$ cat src/hdl/ui_cmd_pkg.sv
// shared constants and carrier types for the ui command interpreter
package ui_cmd_pkg;
    // command bytes
    localparam logic [7:0] CMD_UI_INFO = 8'h07;
    localparam logic [7:0] CMD_GET_CTL = 8'h08;
    localparam logic [7:0] CMD_SET_PROPS = 8'h09;
    localparam logic [7:0] CMD_SET_DATA = 8'h0a;
    // info query selectors
    localparam logic [7:0] INFO_GENERAL = 8'h01;
    localparam logic [7:0] INFO_DIALOG = 8'h02;
    localparam logic [7:0] INFO_CONTROL = 8'h03;
    localparam logic [1:0] INFO_RSP_ONE = 2'h1;
    localparam logic [1:0] INFO_RSP_TWO = 2'h2;
    // frame layout: byte positions inside a frame
    localparam logic [7:0] POS_CMD = 8'h01;
    localparam logic [7:0] POS_CAP_FIRST = 8'h02;
    localparam logic [7:0] POS_CAP_LAST = 8'h0b;
    localparam logic [7:0] POS_ID_LO = 8'h03;
    localparam logic [7:0] POS_DATA = 8'h06;
    localparam int CAP_BYTES = 10;
    localparam logic [7:0] MIN_FRAME_LEN = 8'h02;
    localparam logic [7:0] PROPS_FRAME_LEN = 8'h0c;
    localparam logic [4:0] SEG_MAX_BYTES = 5'h10;
    // property byte flags
    localparam logic [7:0] PROP_MSG_SHOW = 8'h00;
    localparam logic [7:0] PROP_MSG_UPDATE = 8'h01;
    localparam int PROP_VISIBLE_BIT = 4;
    localparam int PROP_COLOR_BIT = 6;
    // control types as presented by the interface store
    localparam logic [3:0] TYPE_BLOB = 4'h0;
    localparam logic [3:0] TYPE_BUTTON = 4'h1;
    localparam logic [3:0] TYPE_DATE_TIME = 4'h2;
    localparam logic [3:0] TYPE_FILES = 4'h3;
    localparam logic [3:0] TYPE_IMAGE = 4'h4;
    localparam logic [3:0] TYPE_LATCH = 4'h5;
    localparam logic [3:0] TYPE_LIST = 4'h6;
    localparam logic [3:0] TYPE_MESSAGE = 4'h7;
    localparam logic [3:0] TYPE_NUMBER = 4'h8;
    localparam logic [3:0] TYPE_PASSWORD = 4'h9;
    localparam logic [3:0] TYPE_SECTION = 4'ha;
    localparam logic [3:0] TYPE_TEXT = 4'hb;
    localparam logic [15:0] SIZE_FLAG = 16'h0001;
    localparam logic [15:0] SIZE_WORD = 16'h0004;
    localparam logic [15:0] SIZE_DATE_TIME = 16'h0008;
    localparam logic [16:0] SEG_ROUND = 17'h0000f;
    // text form characters
    localparam logic [7:0] CHR_CR = 8'h0d;
    localparam logic [7:0] CHR_LF = 8'h0a;

    typedef struct packed {
        logic [7:0] kind;
        logic [15:0] arg;
        logic [1:0] rsp_cnt;
    } info_req_t;

    typedef struct packed {
        logic [15:0] id;
        logic msg_show;
        logic msg_update_only;
        logic [3:0] icon;
        logic [3:0] buttons;
        logic force_visible;
        logic color_apply;
        logic [7:0] red;
        logic [7:0] green;
        logic [7:0] blue;
    } props_t;

    typedef struct packed {
        logic [15:0] id;
        logic [15:0] addr;
        logic [7:0] data;
    } wr_t;
endpackage : ui_cmd_pkg

$ cat src/hdl/ui_cmd_interp.sv
// command interpreter for user-interface info, control read/props/write
`timescale 1ns/100ps
`default_nettype none
// Summary of operation
// - info selector: general, dialog index, control id
// - one info answer, two for control
// - info queries pass on without validation
// - control id directly follows command byte
// - read gives responses of sixteen bytes each
// - reads and writes work without server running
// - properties frame is exactly twelve bytes
// - properties go only to a connected client
// - four property bytes then four colour bytes
// - message zero shows, one only updates
// - icon low nibble, buttons high nibble v3
// - 0x10 forces visible, 0x40 applies colour
// - colour bytes red, green, blue, zero
// - write places data at little-endian offset
// - offset-zero write completes and sends value
// - latch value is one byte
// - password and section are one byte
// - number and list are four bytes
// - date-time eight bytes, some none, configured
// - message shown without regard to parent
// - frame starts with its total length
// - text form uses hex pairs and cr/lf
module ui_cmd_interp
    import ui_cmd_pkg::*;
(
    input wire logic clk_sys_i,
    input wire logic sys_rst_i,
    input wire logic rx_valid_i,
    input wire logic [7:0] rx_data_i,
    input wire logic text_mode_i,
    input wire logic client_conn_i,
    input wire logic client_v3_i,
    input wire logic [3:0] ctl_type_i,
    input wire logic [15:0] ctl_cfg_size_i,
    output logic [15:0] ctl_id_o,
    output logic info_valid_o,
    output info_req_t info_o,
    output logic rd_valid_o,
    output logic [7:0] rd_seg_cnt_o,
    output logic props_valid_o,
    output props_t props_o,
    output logic wr_valid_o,
    output wr_t wr_o,
    output logic commit_o,
    output logic frame_err_o
);
    typedef enum logic [1:0] {ST_LEN, ST_BODY, ST_EXEC} state_t;

    state_t state_q;
    state_t state_d;
    logic b_valid;
    logic [7:0] b_data;
    logic [7:0] len_q;
    logic [7:0] idx_q;
    logic [7:0] cmd_q;
    logic [7:0] cap_q [CAP_BYTES];
    logic [4:0] wr_cnt_q;
    logic seg_err_q;
    logic take_len;
    logic in_body;
    logic last_byte;
    logic wr_byte;
    logic wr_over;
    logic [15:0] id_w;
    logic [15:0] off_w;
    logic [7:0] prop0;
    logic [7:0] prop2;
    logic is_msg;
    logic [15:0] ctl_size;
    logic [16:0] size_round;
    logic [7:0] seg_cnt;
    logic exec;
    logic [15:0] info_arg;

    // text frames are reduced to the binary byte stream first
    hex_pair_decoder u_hex (
        .clk_sys_i(clk_sys_i),
        .sys_rst_i(sys_rst_i),
        .text_mode_i(text_mode_i),
        .in_valid_i(rx_valid_i),
        .in_data_i(rx_data_i),
        .out_valid_o(b_valid),
        .out_data_o(b_data)
    );

    // frame walk; a length byte may arrive during the execute cycle
    assign take_len = b_valid && (state_q != ST_BODY);
    assign in_body = b_valid && (state_q == ST_BODY);
    assign last_byte = in_body && (idx_q == 8'(len_q - 8'h01));
    assign exec = (state_q == ST_EXEC);

    always_comb begin
        state_d = state_q;
        case (state_q)
            ST_LEN: begin
                if (take_len && b_data >= MIN_FRAME_LEN) begin
                    state_d = ST_BODY;
                end
            end
            ST_BODY: begin
                if (last_byte) begin
                    state_d = ST_EXEC;
                end
            end
            ST_EXEC: begin
                state_d = (take_len && b_data >= MIN_FRAME_LEN)
                    ? ST_BODY : ST_LEN;
            end
            default: begin
                state_d = ST_LEN;
            end
        endcase
    end

    // length and position tracking; a short length byte is skipped
    always_ff @(posedge clk_sys_i) begin
        if (sys_rst_i) begin
            state_q <= ST_LEN;
            len_q <= 8'h00;
            idx_q <= 8'h00;
        end else begin
            state_q <= state_d;
            if (take_len) begin
                len_q <= b_data;
                idx_q <= POS_CMD;
            end else if (in_body) begin
                idx_q <= 8'(idx_q + 8'h01);
            end
        end
    end

    // command byte capture
    always_ff @(posedge clk_sys_i) begin
        if (sys_rst_i) begin
            cmd_q <= 8'h00;
        end else if (in_body && idx_q == POS_CMD) begin
            cmd_q <= b_data;
        end
    end

    // parameter bytes after the command land in a small capture array
    for (genvar g = 0; g < CAP_BYTES; g++) begin : g_cap
        always_ff @(posedge clk_sys_i) begin
            if (sys_rst_i) begin
                cap_q[g] <= 8'h00;
            end else if (in_body && idx_q == 8'(g + 2)) begin
                cap_q[g] <= b_data;
            end
        end
    end

    // field decode: id high byte first, offset low byte first
    assign id_w = {cap_q[0], cap_q[1]};
    assign off_w = {cap_q[3], cap_q[2]};
    assign prop0 = cap_q[2];
    assign prop2 = cap_q[4];
    assign is_msg = (ctl_type_i == TYPE_MESSAGE);

    // the lookup port sees the id as soon as its low byte arrives
    always_ff @(posedge clk_sys_i) begin
        if (sys_rst_i) begin
            ctl_id_o <= 16'h0000;
        end else if (in_body && idx_q == POS_ID_LO
                && cmd_q != CMD_UI_INFO) begin
            ctl_id_o <= {cap_q[0], b_data};
        end else if (in_body && idx_q == 8'h04 && cmd_q == CMD_UI_INFO) begin
            ctl_id_o <= {cap_q[1], b_data};
        end
    end

    // storage size by control type; the store's configured size
    // is only trusted for blob and text
    always_comb begin
        case (ctl_type_i)
            TYPE_LATCH: ctl_size = SIZE_FLAG;
            TYPE_PASSWORD: ctl_size = SIZE_FLAG;
            TYPE_SECTION: ctl_size = SIZE_FLAG;
            TYPE_NUMBER: ctl_size = SIZE_WORD;
            TYPE_LIST: ctl_size = SIZE_WORD;
            TYPE_DATE_TIME: ctl_size = SIZE_DATE_TIME;
            TYPE_BLOB: ctl_size = ctl_cfg_size_i;
            TYPE_TEXT: ctl_size = ctl_cfg_size_i;
            default: ctl_size = 16'h0000;
        endcase
    end

    // at least one response, one per started sixteen bytes
    assign size_round = {1'b0, ctl_size} + SEG_ROUND;
    assign seg_cnt = (ctl_size == 16'h0000) ? 8'h01 : size_round[11:4];

    // data bytes of a write stream out as they arrive
    assign wr_byte = in_body && cmd_q == CMD_SET_DATA && idx_q >= POS_DATA;
    assign wr_over = (wr_cnt_q == SEG_MAX_BYTES);

    always_ff @(posedge clk_sys_i) begin
        if (sys_rst_i) begin
            wr_cnt_q <= 5'h00;
            seg_err_q <= 1'b0;
        end else if (take_len) begin
            wr_cnt_q <= 5'h00;
            seg_err_q <= 1'b0;
        end else if (wr_byte) begin
            if (wr_over) begin
                seg_err_q <= 1'b1;
            end else begin
                wr_cnt_q <= 5'(wr_cnt_q + 5'h01);
            end
        end
    end

    // store write port; server state is not consulted at all
    always_ff @(posedge clk_sys_i) begin
        if (sys_rst_i) begin
            wr_valid_o <= 1'b0;
            wr_o <= '0;
        end else begin
            wr_valid_o <= wr_byte && !wr_over;
            if (wr_byte && !wr_over) begin
                wr_o.id <= id_w;
                wr_o.addr <= 16'(off_w + {11'h000, wr_cnt_q});
                wr_o.data <= b_data;
            end
        end
    end

    // info argument depends on the selector, unknown ones pass unchecked
    assign info_arg = (cap_q[0] == INFO_CONTROL) ? {cap_q[1], cap_q[2]}
        : (cap_q[0] == INFO_DIALOG) ? {8'h00, cap_q[1]} : 16'h0000;

    // command execution in the cycle after the last frame byte
    always_ff @(posedge clk_sys_i) begin
        if (sys_rst_i) begin
            info_valid_o <= 1'b0;
            info_o <= '0;
            rd_valid_o <= 1'b0;
            rd_seg_cnt_o <= 8'h00;
            commit_o <= 1'b0;
            frame_err_o <= 1'b0;
        end else begin
            info_valid_o <= exec && cmd_q == CMD_UI_INFO;
            rd_valid_o <= exec && cmd_q == CMD_GET_CTL;
            commit_o <= exec && cmd_q == CMD_SET_DATA && !seg_err_q
                && len_q >= POS_DATA && off_w == 16'h0000;
            frame_err_o <= exec && ((cmd_q == CMD_SET_PROPS
                && len_q != PROPS_FRAME_LEN) || seg_err_q);
            if (exec && cmd_q == CMD_UI_INFO) begin
                info_o.kind <= cap_q[0];
                info_o.arg <= info_arg;
                info_o.rsp_cnt <= (cap_q[0] == INFO_CONTROL)
                    ? INFO_RSP_TWO : INFO_RSP_ONE;
            end
            if (exec && cmd_q == CMD_GET_CTL) begin
                rd_seg_cnt_o <= seg_cnt;
            end
        end
    end

    // properties are forwarded, never kept; with no client they vanish
    always_ff @(posedge clk_sys_i) begin
        if (sys_rst_i) begin
            props_valid_o <= 1'b0;
            props_o <= '0;
        end else begin
            props_valid_o <= exec && cmd_q == CMD_SET_PROPS
                && len_q == PROPS_FRAME_LEN && client_conn_i;
            if (exec && cmd_q == CMD_SET_PROPS) begin
                props_o.id <= id_w;
                // parent dialog visibility is left to the client
                props_o.msg_show <= is_msg
                    && prop0 == PROP_MSG_SHOW;
                props_o.msg_update_only <= is_msg
                    && prop0 == PROP_MSG_UPDATE;
                props_o.icon <= is_msg ? prop2[3:0] : 4'h0;
                // older clients cannot show button sets
                props_o.buttons <= (is_msg && client_v3_i)
                    ? prop2[7:4] : 4'h0;
                props_o.force_visible <= !is_msg
                    && prop0[PROP_VISIBLE_BIT];
                props_o.color_apply <= !is_msg
                    && prop0[PROP_COLOR_BIT];
                props_o.red <= cap_q[6];
                props_o.green <= cap_q[7];
                props_o.blue <= cap_q[8];
            end
        end
    end
endmodule : ui_cmd_interp
`default_nettype wire

$ cat src/hdl/hex_pair_decoder.sv
// turns the text form of a frame (hex pairs, cr/lf) into bytes
`timescale 1ns/100ps
`default_nettype none
module hex_pair_decoder
    import ui_cmd_pkg::*;
(
    input wire logic clk_sys_i,
    input wire logic sys_rst_i,
    input wire logic text_mode_i,
    input wire logic in_valid_i,
    input wire logic [7:0] in_data_i,
    output logic out_valid_o,
    output logic [7:0] out_data_o
);
    logic have_hi_q;
    logic have_hi_d;
    logic [3:0] hi_q;
    logic [3:0] nib;
    logic is_hex;
    logic is_eol;
    logic emit;

    // character classification
    assign is_eol = (in_data_i == CHR_CR) || (in_data_i == CHR_LF);
    assign is_hex = (in_data_i inside {[8'h30:8'h39]})
        || (in_data_i inside {[8'h41:8'h46]})
        || (in_data_i inside {[8'h61:8'h66]});
    assign nib = (in_data_i <= 8'h39) ? in_data_i[3:0]
        : 4'(in_data_i[3:0] + 4'h9);
    assign emit = in_valid_i && (text_mode_i ? (is_hex && have_hi_q) : 1'b1);
    // a lone nibble before the line end is dropped, not half-used
    assign have_hi_d = (in_valid_i && text_mode_i)
        ? (is_eol ? 1'b0 : (is_hex ? !have_hi_q : have_hi_q))
        : (text_mode_i ? have_hi_q : 1'b0);

    // byte assembly; binary bytes pass through with one cycle of delay
    always_ff @(posedge clk_sys_i) begin
        if (sys_rst_i) begin
            have_hi_q <= 1'b0;
            hi_q <= 4'h0;
            out_valid_o <= 1'b0;
            out_data_o <= 8'h00;
        end else begin
            have_hi_q <= have_hi_d;
            if (in_valid_i && is_hex) begin
                hi_q <= nib;
            end
            out_valid_o <= emit;
            if (emit) begin
                out_data_o <= text_mode_i ? {hi_q, nib} : in_data_i;
            end
        end
    end
endmodule : hex_pair_decoder
`default_nettype wire

$ cat config.mk
export PLATFORM = sky130hd
export DESIGN_NAME = ui_cmd_interp
export DESIGN_NICKNAME = d
export VERILOG_FILES = /design/src/hdl/ui_cmd_pkg.sv /design/src/hdl/ui_cmd_interp.sv /design/src/hdl/hex_pair_decoder.sv
export SDC_FILE = /design/constraint.sdc
export NUM_CORES = 1
export LEC_CHECK = 0
export BUFFER_PORTS_ARGS = -buffer_cell sky130_fd_sc_hd__buf_2
export CAP_MARGIN = 20
export CORE_UTILIZATION = 61
export CTS_CLUSTER_DIAMETER = 60
export DETAILED_ROUTE_END_ITERATION = 10
export GPL_ROUTABILITY_DRIVEN = 0
export HOLD_SLACK_MARGIN = 0.06
export PLACE_DENSITY = 0.84
export SLEW_MARGIN = 10
export SYNTH_ARGS = -nofsm -noshare
export SYNTH_HDL_FRONTEND = slang
export SYNTH_SLANG_ARGS = --single-unit
$ cat constraint.sdc
create_clock -name clk_sys_i -period 6 [get_ports clk_sys_i]
set_clock_uncertainty 0.05 [all_clocks]
set_input_delay 1.2 -clock clk_sys_i [delete_from_list [all_inputs] [get_ports clk_sys_i]]
set_output_delay 1.2 -clock clk_sys_i [all_outputs]
set_load 0.005 [all_outputs]
== After elaboration in Yosys (flattened, before gate mapping) ==
Memory sizes are Yosys's and may differ from the RTL's. A register that Yosys moved wholly into a read port is not among the register bits.
Cells that the tools add are included.

* Memories kept: 1
* Input port bits: 34
* Output and inout port bits: 148
* Bits in read-only memories: 0
* Memory bits (writable): 80
* Bits in registers: 170
* Latch bits: 0

{| class="wikitable"
|+ Memory list
! memory !! words !! bits a word !! rd ports !! clocked after Yosys merged registers in !! write ports !! line !! RTL
|-
| cap_q || 10 || 8 || 8 || 3 || 10 || ui_cmd_interp.sv:60 || <nowiki>logic [7:0] cap_q [CAP_BYTES];</nowiki>
|}

* Add/sub/neg operators: 6
* $mul: 0
* Reduce and logical (&&, ||, !) cells: 66
* Order comparisons: 9
* Bitwise operators: 11
* Mux-type cells: 64
* Divide/modulo/power cells: 0
* Shift operators: 0
* Equality and inequality tests: 40

{| class="wikitable"
|+ Operators with widths
! operator !! number
|-
| two-way mux 8 bit || 13
|-
| equality test 8 x 4 -> 1 bit (second input constant) || 10
|-
| one-hot mux 16 bit (4 select lines) || 1
|-
| two-way mux 16 bit || 3
|-
| logical AND 1 bit || 43
|-
| equality test 8 x 3 -> 1 bit (second input constant) || 5
|-
| two-way mux 1 bit || 40
|-
| equality test 8 x 2 -> 1 bit (second input constant) || 4
|-
| zero test 16 bit || 2
|-
| adder 16 x 5 -> 16 bit || 1
|-
| equality test 4 bit (second input constant) || 4
|-
| equality test 8 x 1 -> 1 bit (second input constant) || 2
|-
| >= comparator 8 x 3 -> 1 bit (second input constant) || 2
|-
| >= comparator 8 x 7 -> 1 bit (second input constant) || 2
|-
| <= comparator 8 x 7 -> 1 bit (second input constant) || 2
|-
| adder 12 x 4 -> 12 bit (second input constant) || 1
|-
| equality test 4 x 3 -> 1 bit (second input constant) || 3
|-
| two-way mux 4 bit || 3
|-
| OR 1 bit || 10
|-
| adder 8 x 1 -> 8 bit (second input constant) || 1
|-
| equality test 8 bit || 1
|-
| >= comparator 8 x 2 -> 1 bit (second input constant) || 1
|-
| >= comparator 8 x 6 -> 1 bit (second input constant) || 1
|-
| <= comparator 8 x 6 -> 1 bit (second input constant) || 1
|-
| other kinds (24) || 40
|}

== Depth between registers and ports, before layout ==
* Depth after elaboration: 7
* Depth in mapped cells: 9
* Depth with buffers taken out: 9

== Modules after synthesis ==
Synthesis repeated with hierarchy kept, for this count alone.

* Cells, all modules: 1185
* Area total of the unflattened synthesis: 11076.9 um^2

{| class="wikitable"
|+ Modules (own cells, without submodules)
! module !! times used !! cells an instance !! area an instance (um^2)
|-
| ui_cmd_interp || 1 || 1074 || 10077.2
|-
| hex_pair_decoder || 1 || 111 || 999.7
|}

== Least setup slack after synthesis ==
OpenSTA, ideal clock, no wires.

* Path kind: input to register
* Start: in rx_data_i[0]
* End: reg u_hex.have_hi_q
* Path slack: 3.038 ns
* Arrival time: 2.816 ns
* Buffers on the path: 1
* Stages on the path: 9
* Path through: inv_1 -> ha_1 -> nor3b_1 -> nor4_1 -> o221ai_1 -> or2_1 -> clkbuf_1 -> nor2b_1 -> nor4b_1

* Cells in the longest elaborated chain, start to end: 6

{| class="wikitable"
|+ Ends and longest elaborated chain
! element !! line !! RTL
|-
| start, declared || ui_cmd_interp.sv:33 || <nowiki>input wire logic [7:0] rx_data_i,</nowiki>
|-
| >= comparator 8 x 6 -> 1 bit (tied with other cells) || hex_pair_decoder.sv:25 || <nowiki>assign is_hex = (in_data_i inside {[8'h30:8'h39]})</nowiki>
|-
| logical AND 1 bit (on tied branches) || hex_pair_decoder.sv:25, hex_pair_decoder.sv:26 ||
|-
| logical OR 1 bit || hex_pair_decoder.sv:26 || <nowiki>|| (in_data_i inside {[8'h41:8'h46]})</nowiki>
|-
| logical OR 1 bit || hex_pair_decoder.sv:27 || <nowiki>|| (in_data_i inside {[8'h61:8'h66]});</nowiki>
|-
| inequality test 3 x 1 -> 1 bit (no source line) || n/a ||
|-
| AND reduction 2 bit (no source line) || n/a ||
|-
| end signal, assigned || hex_pair_decoder.sv:44 || <nowiki>have_hi_q <= have_hi_d;</nowiki>
|-
| end, declared || hex_pair_decoder.sv:15 || <nowiki>logic have_hi_q;</nowiki>
|}

Parallel ways exist; a longest one is shown, timed or not.
A chain may end at the register's enable or synchronous reset.

== Worst setup path in the final report ==
* Start: reg cmd_q[7]
* End: reg info_o[3] (netlist bit)

* Cells in the longest elaborated chain, start to end: 2

{| class="wikitable"
|+ Ends and longest elaborated chain
! element !! line !! RTL
|-
| start, declared || ui_cmd_interp.sv:59 || <nowiki>logic [7:0] cmd_q;</nowiki>
|-
| start signal, assigned || ui_cmd_interp.sv:141 || <nowiki>cmd_q <= b_data;</nowiki>
|-
| equality test 8 x 3 -> 1 bit || ui_cmd_interp.sv:250 || <nowiki>if (exec && cmd_q == CMD_UI_INFO) begin</nowiki>
|-
| logical AND 1 bit || ui_cmd_interp.sv:250 ||
|-
| end, declared || ui_cmd_interp.sv:41 || <nowiki>output info_req_t info_o,</nowiki>
|}

Every way passes these cells.

==> results_dict.tcl <==
set metrics [dict create \
    synth-main-ff-cell "dfxtp_1" \
    core.rowCount 48 \
    ys_warn_count 0 \
    fin_ws_ps 2689 \
    crit_arrival_ps 3700 \
    place_ws_ps 2665 \
    ys_async_sr_fraction_pct 0 \
    fin_area_um2 12850 \
    cts_setup_buffers 0 \
    root_buffer "clkbuf_16" \
    core_um2 17420 \
    finalCritPeriodShare_pct 55.18 \
    clock_sinks 258 \
    vias 8961 \
    fillers 1244 \
    first_pass_iters 5 \
    drc 0 \
    hold_class "flop to flop" \
    ys_seq_area_share_pct 52.96 \
    routed_via_density 5.808 \
    layout.cells.non_filler 1543 \
    syn_inst 1152 \
    setup_tns_ps 0 \
    grt_max_degree 131 \
    grt_pass1_vias 8417 \
    die_area_um2 18510 \
    gr-total-overflow 0 \
    dpl.hpwl_um 17950 \
    pin_count 182 \
    fp.dieW_um 136.1 \
    ctsResizeCount 0 \
    cts_buffers 26 \
    grt_pass1_wl_um 42900 \
    holdBufCountCts 0 \
    fmax_ghz 0.3020 \
    path_clk_slew_ps 60 \
    rsz0062_at_grt "false" \
    dp.cells 1493 \
    nets 1349 \
    syn_area_um2 10960 \
    finalCriticalPeriod_ps 3311 \
    worstSkewPairLatency_ps 530 \
    post_drt_wl_per_cell_um 17.81 \
    path_class "flop to flop" \
    syn_nets 1204 \
    setup_violations 0 \
    area_delta_synth_final_pct 17.27 \
    maxSlewViolCount 0 \
    final-hold-violation-count 0 \
    cp_max_fo 27 \
    mostFrequentLayoutCells "nand2_1 (200), dfxtp_1 (194), buf_2 (180)" \
    p_per_area_nw_per_um2 285.6 \
    start_util_pct 62.94 \
    synth-seq-cells 258 \
    port_buffers 181 \
    critPathCaptureType "flop" \
    htree_levels 1 \
    drt_iter0_markers 751 \
    placed_cell_area_um2 11900 \
    crit_path_start_kind "flop" \
    ir_worst_vdd_mv 0.2303 \
    die-height_um 136.1 \
    cts_tree "done" \
    synth-edff-count 64 \
    post-route-util_pct 73.81 \
    grt_use_total_pct 29.36 \
    path_cells "nor4_4 -> nand4_4 -> nor4_2 -> and2_1 -> a22oi_1 -> a21oi_1" \
    clock_path_buffers 3 \
    crit_required_ps 6390 \
    cp_slowest_cell "and2_1" \
    p_leak_nw 5.184 \
    status "completed" \
    crit_buf_inv 0 \
    holdWs_ps 396.9 \
    tightest_slew_ps 977.0 \
    maxCapViolCount 0 \
    wl_um 27480 \
    crit_family "simple AND/OR/NAND/NOR gates" \
    slew_headroom_pct 34.38 \
    ant_nets 0 \
    finalPower_mw 3.672 \
    final_common_cell "nand2_1" \
    synthDistinctLibCells 65 \
    drive_gt1_share_pct 19.82 \
    slowest_delay_ps 720 \
    antenna_found_initial 0 \
    synth_area_per_cell_um2 9.515 \
]
-- routing by layer --
layer | vias up | track usage [%] | part of all wire (%)
met3 | 55 | 4.661 | 7.1
met1 | 4254 | 37.37 | 41
met5 | - | 0 | 0
met4 | 0 | 9.877 | 2.2
li1 | 4289 | - | -
met2 | 363 | 50.56 | 50
-- report_power, final --
group          total (mW)  leakage (nW)  internal [mW]  switching [mW]
sequential           1.84          2.22           1.80          0.0392
combinational       0.112          2.50         0.0392          0.0730
clock                1.72         0.460           1.05           0.666
total                3.67          5.18           2.89           0.778
-- Yosys cell counts, types with 2 or more instances --
cell type	count	area share, %
a21o_1	2	0.14
mux2i_1	43	3.9
and2_1	68	3.9
a2bb2oi_1	2	0.16
nor4_2	2	0.23
a22oi_2	8	0.91
xnor2_1	16	1.3
a21oi_1	111	5.1
xor2_1	25	2.0
nor4_4	3	0.58
o211ai_1	3	0.21
dfxtp_1	194	35
a41oi_1	2	0.16
nor4b_1	2	0.16
nand4_1	14	0.80
buf_6	2	0.21
a22oi_1	8	0.55
buf_4	4	0.27
and4b_1	2	0.18
and3_1	3	0.17
or3_1	3	0.17
nor2b_1	6	0.34
o2111ai_1	2	0.16
inv_1	14	0.48
nor2_2	8	0.46
buf_2	15	0.68
or4_1	4	0.27
nand2_1	200	6.8
nor4_1	9	0.51
a211oi_1	29	2.0
nor3b_1	8	0.55
nor2_1	91	3.1
nor3_1	25	1.1
a31oi_1	2	0.11
nand2b_1	8	0.46
o21bai_1	8	0.55
ha_1	17	1.9
edfxtp_1	64	18
o21ai_0	18	0.82
clkbuf_1	50	1.7
and3b_1	3	0.24
nand3_1	31	1.4
-- state kept, by name, summed over array words and instances, names as in the netlist, 2 cells and up --
signal / flops
len_q: 8
cmd_q: 8
state_q: 2
rd_seg_cnt_o: 8
u_hex.out_data_o: 8
info_o: 26
wr_o: 40
wr_cnt_q: 5
cap_q: 64
ctl_id_o: 16
u_hex.hi_q: 4
props_o: 52
idx_q: 8
-- tightest hold or removal path, stage by stage, from the launching register on --
cell and delay (ps):
dfxtp_1 310, nand2_1 50, a21oi_1 50
-- cells by family after synthesis --
logic type,count (synthesis),synth area share (%)
compound gates,206,11.79
simple gates,499,22.42
flops,258,52.96
buf+inv,86,3.401
xor+xnor,41,3.276
mux,44,4.029
fa+ha+maj,18,2.123
-- path summary, 6_finish.rpt --
check / cells after the start / slack (ps) / startpoint / endpoint
setup / recovery: 6 / 2690 / cmd_q[7] / info_o[3]
setup reg to reg: 6 / 2690 / cmd_q[7] / info_o[3]
hold / removal: 2 / 400 / wr_o[25] / wr_o[25]
hold reg to reg: 2 / 400 / wr_o[25] / wr_o[25]
-- cell type report --
cell class	count	area, um2	share of cell area [%]
Clock buffer	35	755.7	5.879
Sequential cell	258	5806	45.16
Antenna cell	1	2.502	0.01947
Timing Repair Buffer	189	984.7	7.660
Multi-Input combinational cell	808	4800	37.34
Tap cell	225	281.5	2.190
Inverter	14	52.55	0.4088
Clock inverter	13	172.7	1.343
No activity file was read; power rests on OpenSTA's default activity.
